===== src/sra_pkg.sv =====
// shared constants and types for the spi register and ram access front end
package sra_pkg;

  // ****************************************
  // instruction codes
  // ****************************************
  localparam logic [3:0] CMD_RESET = 4'h0;
  localparam logic [3:0] CMD_WRITE = 4'h2;
  localparam logic [3:0] CMD_READ = 4'h3;
  localparam logic [3:0] CMD_WRITE_CRC = 4'ha;
  localparam logic [3:0] CMD_READ_CRC = 4'hb;
  localparam logic [3:0] CMD_WRITE_SAFE = 4'hc;

  // ****************************************
  // address map and wrap points
  // ****************************************
  localparam logic [11:0] ADDR_RESET = 12'h000;
  localparam logic [11:0] REG_LO_START = 12'h000;
  localparam logic [11:0] REG_LO_END = 12'h3ff;
  localparam logic [11:0] REG_HI_START = 12'he00;
  localparam logic [11:0] REG_HI_END = 12'hfff;
  localparam logic [11:0] RAM_START = 12'h400;
  localparam logic [11:0] RAM_END = 12'hbff;

  // ****************************************
  // check value and frame counts
  // ****************************************
  localparam logic [15:0] CRC_INIT = 16'hffff;
  localparam logic [15:0] CRC_POLY = 16'h8005;
  localparam logic [15:0] CRC_RESIDUE = 16'h0000;
  localparam logic [3:0] HDR_LAST = 4'hf;
  localparam logic [3:0] CRC_LAST = 4'hf;
  localparam logic [2:0] BYTE_LAST = 3'h7;
  localparam logic [1:0] LANE_LAST = 2'h3;
  localparam int FIFO_DEPTH = 32;

  // ****************************************
  // types
  // ****************************************
  typedef enum logic [2:0] {
    ST_IDLE,
    ST_CMD,
    ST_COUNT,
    ST_DATA,
    ST_CRC,
    ST_DONE
  } sra_state_t;

  // one committed write: byte for registers, word for ram
  typedef struct packed {
    logic ram;
    logic [11:0] addr;
    logic [31:0] data;
  } sra_wr_t;

  localparam int WR_W = $bits(sra_wr_t);

endpackage


===== src/sra_fifo.sv =====
// write commit fifo with registered output stage
`timescale 1ns/1ps
module sra_fifo #(
  parameter int WIDTH = 8,
  parameter int DEPTH = 32
) (
  // clocking
  input wire logic core_clk,
  input wire logic reset,
  input wire logic clk_en,
  // fill side
  input wire logic in_valid,
  output logic in_ready,
  input wire logic [WIDTH-1:0] in_data,
  // drain side
  output logic out_valid,
  input wire logic out_ready,
  output logic [WIDTH-1:0] out_data
);

  localparam int AW = $clog2(DEPTH);

  logic [WIDTH-1:0] mem_reg [DEPTH];
  logic [AW-1:0] wr_ptr_reg;
  logic [AW-1:0] rd_ptr_reg;
  logic [AW:0] count_reg;
  logic push;
  logic pop;

  // full and empty come straight from the count
  assign in_ready = count_reg != (AW+1)'(DEPTH);
  assign push = in_valid && in_ready;
  assign pop = (count_reg != '0) && (!out_valid || out_ready);

  // storage, one writer per entry
  for (genvar i = 0; i < DEPTH; i++) begin : g_entry
    always_ff @(posedge core_clk) begin
      if (clk_en && push && wr_ptr_reg == AW'(i)) begin
        mem_reg[i] <= in_data;
      end
    end
  end

  // pointers wrap at depth, which need not be a power of two
  always_ff @(posedge core_clk) begin
    if (reset) begin
      wr_ptr_reg <= '0;
      rd_ptr_reg <= '0;
      count_reg <= '0;
    end else if (clk_en) begin
      if (push) begin
        wr_ptr_reg <= (wr_ptr_reg == AW'(DEPTH - 1)) ? '0 : wr_ptr_reg + AW'(1);
      end
      if (pop) begin
        rd_ptr_reg <= (rd_ptr_reg == AW'(DEPTH - 1)) ? '0 : rd_ptr_reg + AW'(1);
      end
      count_reg <= count_reg + (AW+1)'(push) - (AW+1)'(pop);
    end
  end

  // output stage keeps the drain side on flip-flops
  always_ff @(posedge core_clk) begin
    if (reset) begin
      out_valid <= 1'b0;
      out_data <= '0;
    end else if (clk_en) begin
      if (pop) begin
        out_valid <= 1'b1;
        out_data <= mem_reg[rd_ptr_reg];
      end else if (out_ready) begin
        out_valid <= 1'b0;
      end
    end
  end

endmodule


===== src/sra_spi_front.sv =====
// spi instruction front end for register and message ram access
`timescale 1ns/1ps
module sra_spi_front #(
  parameter int FIFO_DEPTH = sra_pkg::FIFO_DEPTH
) (
  // system
  input wire logic core_clk,
  input wire logic reset,
  input wire logic clk_en,
  // spi pins
  input wire logic sck,
  input wire logic select_low,
  input wire logic sdi,
  output logic sdo,
  output logic sdo_oe,
  // register and ram read port
  output logic rd_req,
  output logic rd_ram,
  output logic [11:0] rd_addr,
  input wire logic rd_valid,
  input wire logic [31:0] rd_data,
  // write commit stream
  output logic wr_valid,
  output sra_pkg::sra_wr_t wr_entry,
  input wire logic wr_ready,
  // status
  output logic device_reset,
  output logic check_error_flag,
  output logic check_frame_error_flag,
  input wire logic flag_clear
);

  // ****************************************
  // declarations
  // ****************************************
  logic [2:0] sck_s_reg;
  logic [2:0] sel_s_reg;
  logic [1:0] sdi_s_reg;
  logic sck_rise, sck_fall, sel_rise, sel_fall;
  sra_pkg::sra_state_t state_reg;
  logic [3:0] bit_cnt_reg;
  logic [3:0] cmd_reg;
  logic [14:0] shift_reg;
  logic [11:0] addr_reg;
  logic [9:0] total_reg;
  logic [9:0] byte_cnt_reg;
  logic [15:0] crc_reg;
  logic [15:0] out_reg;
  logic [31:0] word_reg;
  logic [31:0] rd_word_reg;
  logic ram_reg, byte_done_reg, safe_ok_reg, reset_pend_reg, push_pend_reg;
  sra_pkg::sra_wr_t commit_reg;
  sra_pkg::sra_wr_t push_entry_reg;
  sra_pkg::sra_wr_t pend_entry;
  logic [15:0] hdr, crc_next, load_val;
  logic [7:0] rx_byte;
  logic [1:0] lane;
  logic rbit, is_read, is_write, is_crc, is_safe, rd_phase, in_body;
  logic byte_end, crc_end, hdr_ok, ram_hit, word_end, err_set, frame_set, push_ready;

  // ****************************************
  // helpers
  // ****************************************
  function automatic logic [11:0] addr_step(input logic [11:0] a, input logic ram);
    logic [11:0] n;
    n = a + 12'h001;
    if (ram && a == sra_pkg::RAM_END) begin
      n = sra_pkg::RAM_START;
    end else if (!ram && a == sra_pkg::REG_LO_END) begin
      n = sra_pkg::REG_LO_START;
    end else if (!ram && a == sra_pkg::REG_HI_END) begin
      n = sra_pkg::REG_HI_START;
    end
    return n;
  endfunction

  // msb first, no final inversion
  function automatic logic [15:0] crc_step(input logic [15:0] c, input logic b);
    return {c[14:0], 1'b0} ^ ((c[15] ^ b) ? sra_pkg::CRC_POLY : 16'h0000);
  endfunction

  // ****************************************
  // pin synchronisers and edge finding
  // ****************************************
  // sck is sampled, not used as a clock, hence the half-rate limit
  always_ff @(posedge core_clk) begin
    if (reset) begin
      sck_s_reg <= 3'h0;
      sel_s_reg <= 3'h7;
      sdi_s_reg <= 2'h0;
    end else if (clk_en) begin
      sck_s_reg <= {sck_s_reg[1:0], sck};
      sel_s_reg <= {sel_s_reg[1:0], select_low};
      sdi_s_reg <= {sdi_s_reg[0], sdi};
    end
  end

  assign sck_rise = sck_s_reg[1] && !sck_s_reg[2];
  assign sck_fall = !sck_s_reg[1] && sck_s_reg[2];
  assign sel_fall = !sel_s_reg[1] && sel_s_reg[2];
  assign sel_rise = sel_s_reg[1] && !sel_s_reg[2];

  // ****************************************
  // decode
  // ****************************************
  assign is_read = cmd_reg == sra_pkg::CMD_READ || cmd_reg == sra_pkg::CMD_READ_CRC;
  assign is_safe = cmd_reg == sra_pkg::CMD_WRITE_SAFE;
  assign is_write = cmd_reg == sra_pkg::CMD_WRITE || cmd_reg == sra_pkg::CMD_WRITE_CRC || is_safe;
  assign is_crc = cmd_reg == sra_pkg::CMD_READ_CRC || cmd_reg == sra_pkg::CMD_WRITE_CRC || is_safe;
  assign in_body = state_reg == sra_pkg::ST_COUNT || state_reg == sra_pkg::ST_DATA
    || state_reg == sra_pkg::ST_CRC;
  assign rd_phase = is_read && (state_reg == sra_pkg::ST_DATA || state_reg == sra_pkg::ST_CRC);
  // on reads the check value runs over the bit just driven out
  assign rbit = rd_phase ? sdo : sdi_s_reg[1];
  assign hdr = {shift_reg, rbit};
  assign rx_byte = hdr[7:0];
  assign lane = addr_reg[1:0];
  assign word_end = !ram_reg || lane == sra_pkg::LANE_LAST;
  assign byte_end = sck_rise && bit_cnt_reg[2:0] == sra_pkg::BYTE_LAST;
  assign crc_end = sck_rise && state_reg == sra_pkg::ST_CRC && bit_cnt_reg == sra_pkg::CRC_LAST;
  assign crc_next = crc_step(crc_reg, rbit);
  assign ram_hit = hdr[11:0] >= sra_pkg::RAM_START && hdr[11:0] <= sra_pkg::RAM_END;

  // only the six defined instructions are accepted, the reset instruction only with address 000
  always_comb begin
    case (hdr[15:12])
      sra_pkg::CMD_READ, sra_pkg::CMD_WRITE, sra_pkg::CMD_READ_CRC,
      sra_pkg::CMD_WRITE_CRC, sra_pkg::CMD_WRITE_SAFE: hdr_ok = 1'b1;
      sra_pkg::CMD_RESET: hdr_ok = hdr[11:0] == sra_pkg::ADDR_RESET;
      default: hdr_ok = 1'b0;
    endcase
  end

  // entry for the byte or word completing now
  always_comb begin
    pend_entry.ram = ram_reg;
    pend_entry.addr = addr_reg;
    pend_entry.data = {24'h00_0000, rx_byte};
    if (ram_reg) begin
      pend_entry.addr = {addr_reg[11:2], 2'h0};
      pend_entry.data = {rx_byte, word_reg[23:0]};
    end
  end

  // ****************************************
  // instruction sequencer
  // ****************************************
  always_ff @(posedge core_clk) begin
    if (reset) begin
      state_reg <= sra_pkg::ST_IDLE;
      bit_cnt_reg <= 4'h0;
      cmd_reg <= 4'h0;
      shift_reg <= 15'h0000;
      addr_reg <= 12'h000;
      ram_reg <= 1'b0;
      total_reg <= 10'h000;
      byte_cnt_reg <= 10'h000;
      word_reg <= 32'h0000_0000;
      commit_reg <= '0;
      byte_done_reg <= 1'b0;
      safe_ok_reg <= 1'b0;
      reset_pend_reg <= 1'b0;
      rd_req <= 1'b0;
      rd_ram <= 1'b0;
      rd_addr <= 12'h000;
    end else if (clk_en) begin
      rd_req <= 1'b0;
      if (sel_rise) begin
        // frame end also drops any partial ram word
        state_reg <= sra_pkg::ST_IDLE;
        byte_done_reg <= 1'b0;
        safe_ok_reg <= 1'b0;
        reset_pend_reg <= 1'b0;
      end else if (sel_fall) begin
        state_reg <= sra_pkg::ST_CMD;
        bit_cnt_reg <= 4'h0;
      end else if (sck_rise) begin
        shift_reg <= hdr[14:0];
        bit_cnt_reg <= bit_cnt_reg + 4'h1;
        case (state_reg)
          sra_pkg::ST_CMD: begin
            if (bit_cnt_reg == sra_pkg::HDR_LAST) begin
              cmd_reg <= hdr[15:12];
              addr_reg <= hdr[11:0];
              ram_reg <= ram_hit;
              bit_cnt_reg <= 4'h0;
              byte_cnt_reg <= 10'h000;
              if (!hdr_ok) begin
                state_reg <= sra_pkg::ST_DONE;
              end else if (hdr[15:12] == sra_pkg::CMD_RESET) begin
                reset_pend_reg <= 1'b1;
                state_reg <= sra_pkg::ST_DONE;
              end else if (hdr[15:12] == sra_pkg::CMD_READ_CRC || hdr[15:12] == sra_pkg::CMD_WRITE_CRC) begin
                state_reg <= sra_pkg::ST_COUNT;
              end else begin
                state_reg <= sra_pkg::ST_DATA;
                if (hdr[15:12] == sra_pkg::CMD_READ) begin
                  rd_req <= 1'b1;
                  rd_ram <= ram_hit;
                  rd_addr <= ram_hit ? {hdr[11:2], 2'h0} : hdr[11:0];
                end
              end
            end
          end
          sra_pkg::ST_COUNT: begin
            if (byte_end) begin
              // ram counts words, registers count bytes
              total_reg <= ram_reg ? {rx_byte, 2'h0} : {2'h0, rx_byte};
              bit_cnt_reg <= 4'h0;
              state_reg <= (rx_byte == 8'h00) ? sra_pkg::ST_CRC : sra_pkg::ST_DATA;
              if (is_read) begin
                rd_req <= 1'b1;
                rd_ram <= ram_reg;
                rd_addr <= ram_reg ? {addr_reg[11:2], 2'h0} : addr_reg;
              end
            end
          end
          sra_pkg::ST_DATA: begin
            if (byte_end) begin
              bit_cnt_reg <= 4'h0;
              byte_cnt_reg <= byte_cnt_reg + 10'h001;
              addr_reg <= addr_step(addr_reg, ram_reg);
              if (is_write) begin
                word_reg[lane*8 +: 8] <= rx_byte;
                if (word_end) begin
                  commit_reg <= pend_entry;
                  byte_done_reg <= !is_safe;
                end
              end
              if (is_read && word_end) begin
                rd_req <= 1'b1;
                rd_ram <= ram_reg;
                rd_addr <= ram_reg ? {addr_step(addr_reg, ram_reg)} : addr_step(addr_reg, ram_reg);
              end
              if ((is_crc && !is_safe && byte_cnt_reg + 10'h001 == total_reg) || (is_safe && word_end)) begin
                state_reg <= sra_pkg::ST_CRC;
              end
            end
          end
          sra_pkg::ST_CRC: begin
            if (bit_cnt_reg == sra_pkg::CRC_LAST) begin
              state_reg <= sra_pkg::ST_DONE;
              // appended check bytes leave a zero residue when intact
              safe_ok_reg <= is_safe && crc_next == sra_pkg::CRC_RESIDUE;
            end
          end
          default: ;
        endcase
      end else if (sck_fall) begin
        byte_done_reg <= 1'b0;
        safe_ok_reg <= 1'b0;
      end
    end
  end

  // ****************************************
  // check value
  // ****************************************
  always_ff @(posedge core_clk) begin
    if (reset) begin
      crc_reg <= sra_pkg::CRC_INIT;
    end else if (clk_en) begin
      if (sel_fall) begin
        crc_reg <= sra_pkg::CRC_INIT;
      end else if (sck_rise && (state_reg == sra_pkg::ST_CMD || in_body)) begin
        crc_reg <= crc_next;
      end
    end
  end

  // ****************************************
  // serial output
  // ****************************************
  assign load_val = (state_reg == sra_pkg::ST_CRC) ? crc_reg
    : {ram_reg ? rd_word_reg[lane*8 +: 8] : rd_word_reg[7:0], 8'h00};

  always_ff @(posedge core_clk) begin
    if (reset) begin
      sdo <= 1'b0;
      sdo_oe <= 1'b0;
      out_reg <= 16'h0000;
    end else if (clk_en) begin
      sdo_oe <= !sel_s_reg[1] && rd_phase;
      if (sck_fall && rd_phase) begin
        if (bit_cnt_reg == 4'h0) begin
          sdo <= load_val[15];
          out_reg <= {load_val[14:0], 1'b0};
        end else begin
          sdo <= out_reg[15];
          out_reg <= {out_reg[14:0], 1'b0};
        end
      end
    end
  end

  // read data is held until the next fetch answers
  always_ff @(posedge core_clk) begin
    if (reset) begin
      rd_word_reg <= 32'h0000_0000;
    end else if (clk_en && rd_valid) begin
      rd_word_reg <= rd_data;
    end
  end

  // ****************************************
  // commit into the write fifo
  // ****************************************
  // a full fifo holds the commit; a second commit meanwhile overwrites it
  always_ff @(posedge core_clk) begin
    if (reset) begin
      push_pend_reg <= 1'b0;
      push_entry_reg <= '0;
    end else if (clk_en) begin
      if (sck_fall && (byte_done_reg || safe_ok_reg)) begin
        push_pend_reg <= 1'b1;
        push_entry_reg <= commit_reg;
      end else if (push_ready) begin
        push_pend_reg <= 1'b0;
      end
    end
  end

  sra_fifo #(
    .WIDTH(sra_pkg::WR_W),
    .DEPTH(FIFO_DEPTH)
  ) u_fifo (
    .core_clk(core_clk),
    .reset(reset),
    .clk_en(clk_en),
    .in_valid(push_pend_reg),
    .in_ready(push_ready),
    .in_data(push_entry_reg),
    .out_valid(wr_valid),
    .out_ready(wr_ready),
    .out_data(wr_entry)
  );

  // ****************************************
  // device reset and status flags
  // ****************************************
  // ram is not on this path, so its contents survive
  always_ff @(posedge core_clk) begin
    if (reset) begin
      device_reset <= 1'b0;
    end else if (clk_en) begin
      device_reset <= sel_rise && reset_pend_reg;
    end
  end

  assign err_set = crc_end && is_write && crc_next != sra_pkg::CRC_RESIDUE;
  assign frame_set = sel_rise && is_crc && in_body;

  // set wins over flag_clear in the same cycle; device_reset clears both flags over a set
  always_ff @(posedge core_clk) begin
    if (reset) begin
      check_error_flag <= 1'b0;
      check_frame_error_flag <= 1'b0;
    end else if (clk_en) begin
      if (device_reset) begin
        check_error_flag <= 1'b0;
        check_frame_error_flag <= 1'b0;
      end else begin
        if (err_set) begin
          check_error_flag <= 1'b1;
        end else if (flag_clear) begin
          check_error_flag <= 1'b0;
        end
        if (frame_set) begin
          check_frame_error_flag <= 1'b1;
        end else if (flag_clear) begin
          check_frame_error_flag <= 1'b0;
        end
      end
    end
  end
endmodule


===== config.mk =====
export PLATFORM = sky130hd
export DESIGN_NAME = sra_spi_front
export DESIGN_NICKNAME = d
export VERILOG_FILES = /design/src/sra_pkg.sv /design/src/sra_fifo.sv /design/src/sra_spi_front.sv
export SDC_FILE = /design/constraint.sdc
export NUM_CORES = 2
export LEC_CHECK = 0
export ABC_AREA = 1
export BUFFER_PORTS_ARGS = -buffer_cell sky130_fd_sc_hd__buf_2
export CAP_MARGIN = 30
export CORE_MARGIN = 3
export CORE_UTILIZATION = 60
export DETAILED_ROUTE_END_ITERATION = 10
export GPL_ROUTABILITY_DRIVEN = 0
export MAX_ROUTING_LAYER = met4
export PLACE_DENSITY = 0.76
export SLEW_MARGIN = 0
export SYNTH_ARGS = -nofsm -noshare
export SYNTH_HDL_FRONTEND = slang
export SYNTH_SLANG_ARGS = --single-unit

===== constraint.sdc =====
create_clock -name core_clk -period 6 [get_ports core_clk]
set_input_delay 0.3 -clock core_clk [delete_from_list [all_inputs] [get_ports core_clk]]
set_output_delay 0.3 -clock core_clk [all_outputs]
set_load 0.05 [all_outputs]

==> impl_metrics.toml <==
[cts]
clkLatencyLatePin_ps = 810
post_cts_buffers = 0
tritoncts = "done"
htree_levels = 4
ctsHoldBuffers = 42
clk_pin_slew_ps = 60
cts.sinks = 1769
cts_root_buffer = "clkbuf_16"
numCtsBuffers = 172
cts.repair.resized = 0
cts.path.max_buffers = 3

[die]
core_sq_um = 115000
die_y_um = 348
rows = 124
start_util_pct = 61.0
ioPinCount = 106
fp.dieW_um = 348
dieArea_sq_um = 121000

[sta]
slew_viol_final = 0
timing.final.ws_setup_ps = 2420
period_minus_slack_ps = 3580
worstMarginPinSlew_ps = 1140
worst_clock_skew_ps = 26.1
tns_ps = 0
hold_viol = 0
rsz0062_at_grt = "no"
finalCritPeriodShare_pct = 59.7
finalSetupViolCount = 0
whs_ps = 121
fmax_mhz = 279
maxSlewHeadroom_pct = 23.7

[power_and_ir_drop]
p_leak_nw = 29.9
finalPower_mw = 27.4
vdd_drop_max_uv = 352
pwr_density_cell_nw_per_um2 = 346

[worst_hold_path]
min_path_type = "input port to flip-flop"
hp-start = "rd_valid"

[routing]
antenna_left = 0
drtIter0Drc = 8181
drcViolationCount = 0
first_pass_iters = 6
vias = 50391
vias_per_cell = 6.55
wire_per_inst_um = 25.6
drt_wl_total_mm = 197

[worst_setup_path]
r2r-start = "u_fifo.rd_ptr_reg[0]$_SDFFE_PP0P_"
slowest_stage = "dfxtp_4"
crit_path_end_kind = "flip-flop"
path_buf_inv = 3
crit_path_cell_trace = "buf_4 > buf_4 > o21ai_0 > o22ai_1 > nand2_1 > nand3_1 > o2111ai_1 > nand3_1 > o211ai_1 > inv_1"
crit_required_ps = 6720
critical_path.startpoint_type = "flip-flop"
crit_path_max_fanout = 78
critical_path.max_stage_delay_ps = 880
crit_arrival_ps = 4300
worstSetupPathType = "flip-flop to flip-flop"
crit_family = "buffers and inverters"
critical_path.startpoint = "u_fifo.rd_ptr_reg[0]$_SDFFE_PP0P_"

[synthesis]
synth_adder_area_share_pct = 0.598
postSynthCellCount = 6005
ys_async_sr_fraction_pct = 0
synth_xor_area_share_pct = 0.267
synth_compound_area_share_pct = 13.8
ys_types = 55
synthSimpleGateAreaFrac_pct = 10.7
synth-edff-count = 1440
syn_area_sq_um = 70300
syn_avg_cell_area_sq_um = 11.7
synth.area.mux_share_pct = 0
synth_top_family_by_area = "compound AO/OA/AOI/OAI gates"
yosysWarnings = 0
ys.flop_type = "edfxtp_1"
ys_ff_latch = 1769
seq_area_frac_synth_pct = 70.9
syn_nets = 6079

[finish]
area_growth_pct = 12.4
finalNetCount = 6105
drive_above_1_share_pct = 9.02
finalNonFillerCells = 7689
fin_area_sq_um = 79100
largest_reg_flops = 1440
final_util_pct = 68.6

[global_route]
grt_pass1_wl_mm = 293
grt_antenna_before_repair = 1
grt_max_degree = 179
grt-ovfl-total = 0
grt_pass1_vias = 47895
track_usage_pct = 32.9

[placed_design]
port_buffers = 105
pre_cts_ws_ps = 2430
place_hpwl_mm = 102
post_dp_cell_area_sq_um = 72600
dp.cells = 7312

[outcome]
status = "finished clean"

[run]
maxCapViolCount = 0
## layout make-up
class | count | area, sq um
antenna | 2 | 5.00
clock inverter | 92 | 956
sequential | 1769 | 49800
timing repair buffer | 272 | 2720
clock buffer | 226 | 4670
tap | 1512 | 1890
fill | 7757 | 36200
multi-input combinational | 3596 | 18100
inverter | 220 | 857
## cell usage in the layout, fill, tap and decap left out, types with 6 or more instances in the layout
| master | n |
|---|---|
| a221oi_1 | 7 |
| nor2_1 | 887 |
| buf_16 | 35 |
| a32o_1 | 62 |
| xor2_1 | 8 |
| nand4_1 | 9 |
| a22oi_1 | 15 |
| o21ai_1 | 10 |
| nor3_1 | 26 |
| nand2_1 | 646 |
| nand3_1 | 244 |
| buf_2 | 104 |
| inv_1 | 198 |
| inv_2 | 12 |
| clkinv_8 | 6 |
| clkbuf_8 | 10 |
| a31oi_1 | 25 |
| clkinv_2 | 32 |
| o22ai_1 | 317 |
| o311ai_1 | 10 |
| clkbuf_1 | 41 |
| o21a_1 | 13 |
| clkbuf_16 | 175 |
| a21oi_1 | 232 |
| edfxtp_1 | 1440 |
| a211oi_1 | 19 |
| dlygate4sd3_1 | 42 |
| dfxtp_1 | 324 |
| buf_4 | 80 |
| o21ai_0 | 826 |
| o2111ai_1 | 66 |
| ha_1 | 32 |
| o211ai_1 | 54 |
| bufinv_16 | 16 |
| buf_12 | 9 |
| nor4_1 | 6 |
| nor2_4 | 37 |
| clkinv_1 | 33 |
## where the power goes
group | internal (mW) | switching (mW) | total, mW
registers | 13.2 | 0.155 | 13.3
clock network | 6.19 | 4.62 | 10.8
logic | 0.980 | 2.24 | 3.22
## routing by layer
| metal | routed length (um) | GRT usage [%] | up-vias |
|---|---|---|---|
| met3 | 22700 | 5.99 | 676 |
| li1 | - | - | 21913 |
| met1 | 71200 | 42.8 | 24279 |
| met4 | 9970 | 15.6 | 0 |
| met5 | 0 | - | - |
| met2 | 92800 | 50.6 | 3523 |
## final timing paths
check,endpoint,depth (start not counted),slack (ps)
max reg2reg,u_fifo.out_data[20]$_SDFFE_PP0P_,10,2420
min reg2reg,word_reg[18]$_SDFFE_PP0P_,2,450
max,u_fifo.out_data[20]$_SDFFE_PP0P_,10,2420
min,rd_word_reg[2]$_SDFFE_PP0P_,5,120
## logic make-up (layout without fill, tap and decap cells)
family,count (synthesis),in the layout
and+or+nand+nor,1876,1876
other,0,2
AOI/OAI and AO/OA,1671,1671
xor gates and xnor gates,16,16
DFF,1769,1769
buffers and inverters,640,810
adders and majority gates,33,33
## tightest hold or removal path, delay by kind of cell
| family | cells | cell delay, ps |
|---|---|---|
| simple gates | 2 | 100 |
| buf+inv | 2 | 290 |
| compound gates | 1 | 170 |
## cell usage after synthesis, drive strengths merged (13+ instances only)
cell     count  area [sq um]
edfxtp    1440         43200
nor2       928          3520
o21ai      837          4190
nand2      653          2480
dfxtp      329          6590
o22ai      317          1980
clkbuf     266           998
nand3      246          1240
a21oi      232          1160
inv        215           810
buf        154           810
o2111ai     66           578
a32o        62           621
o211ai      54           405
ha          32           400
nor3        26           130
a31oi       25           156
a211oi      20           155
a22oi       15           113
o21a        13          97.6
(Power assumes the default switching activity.)
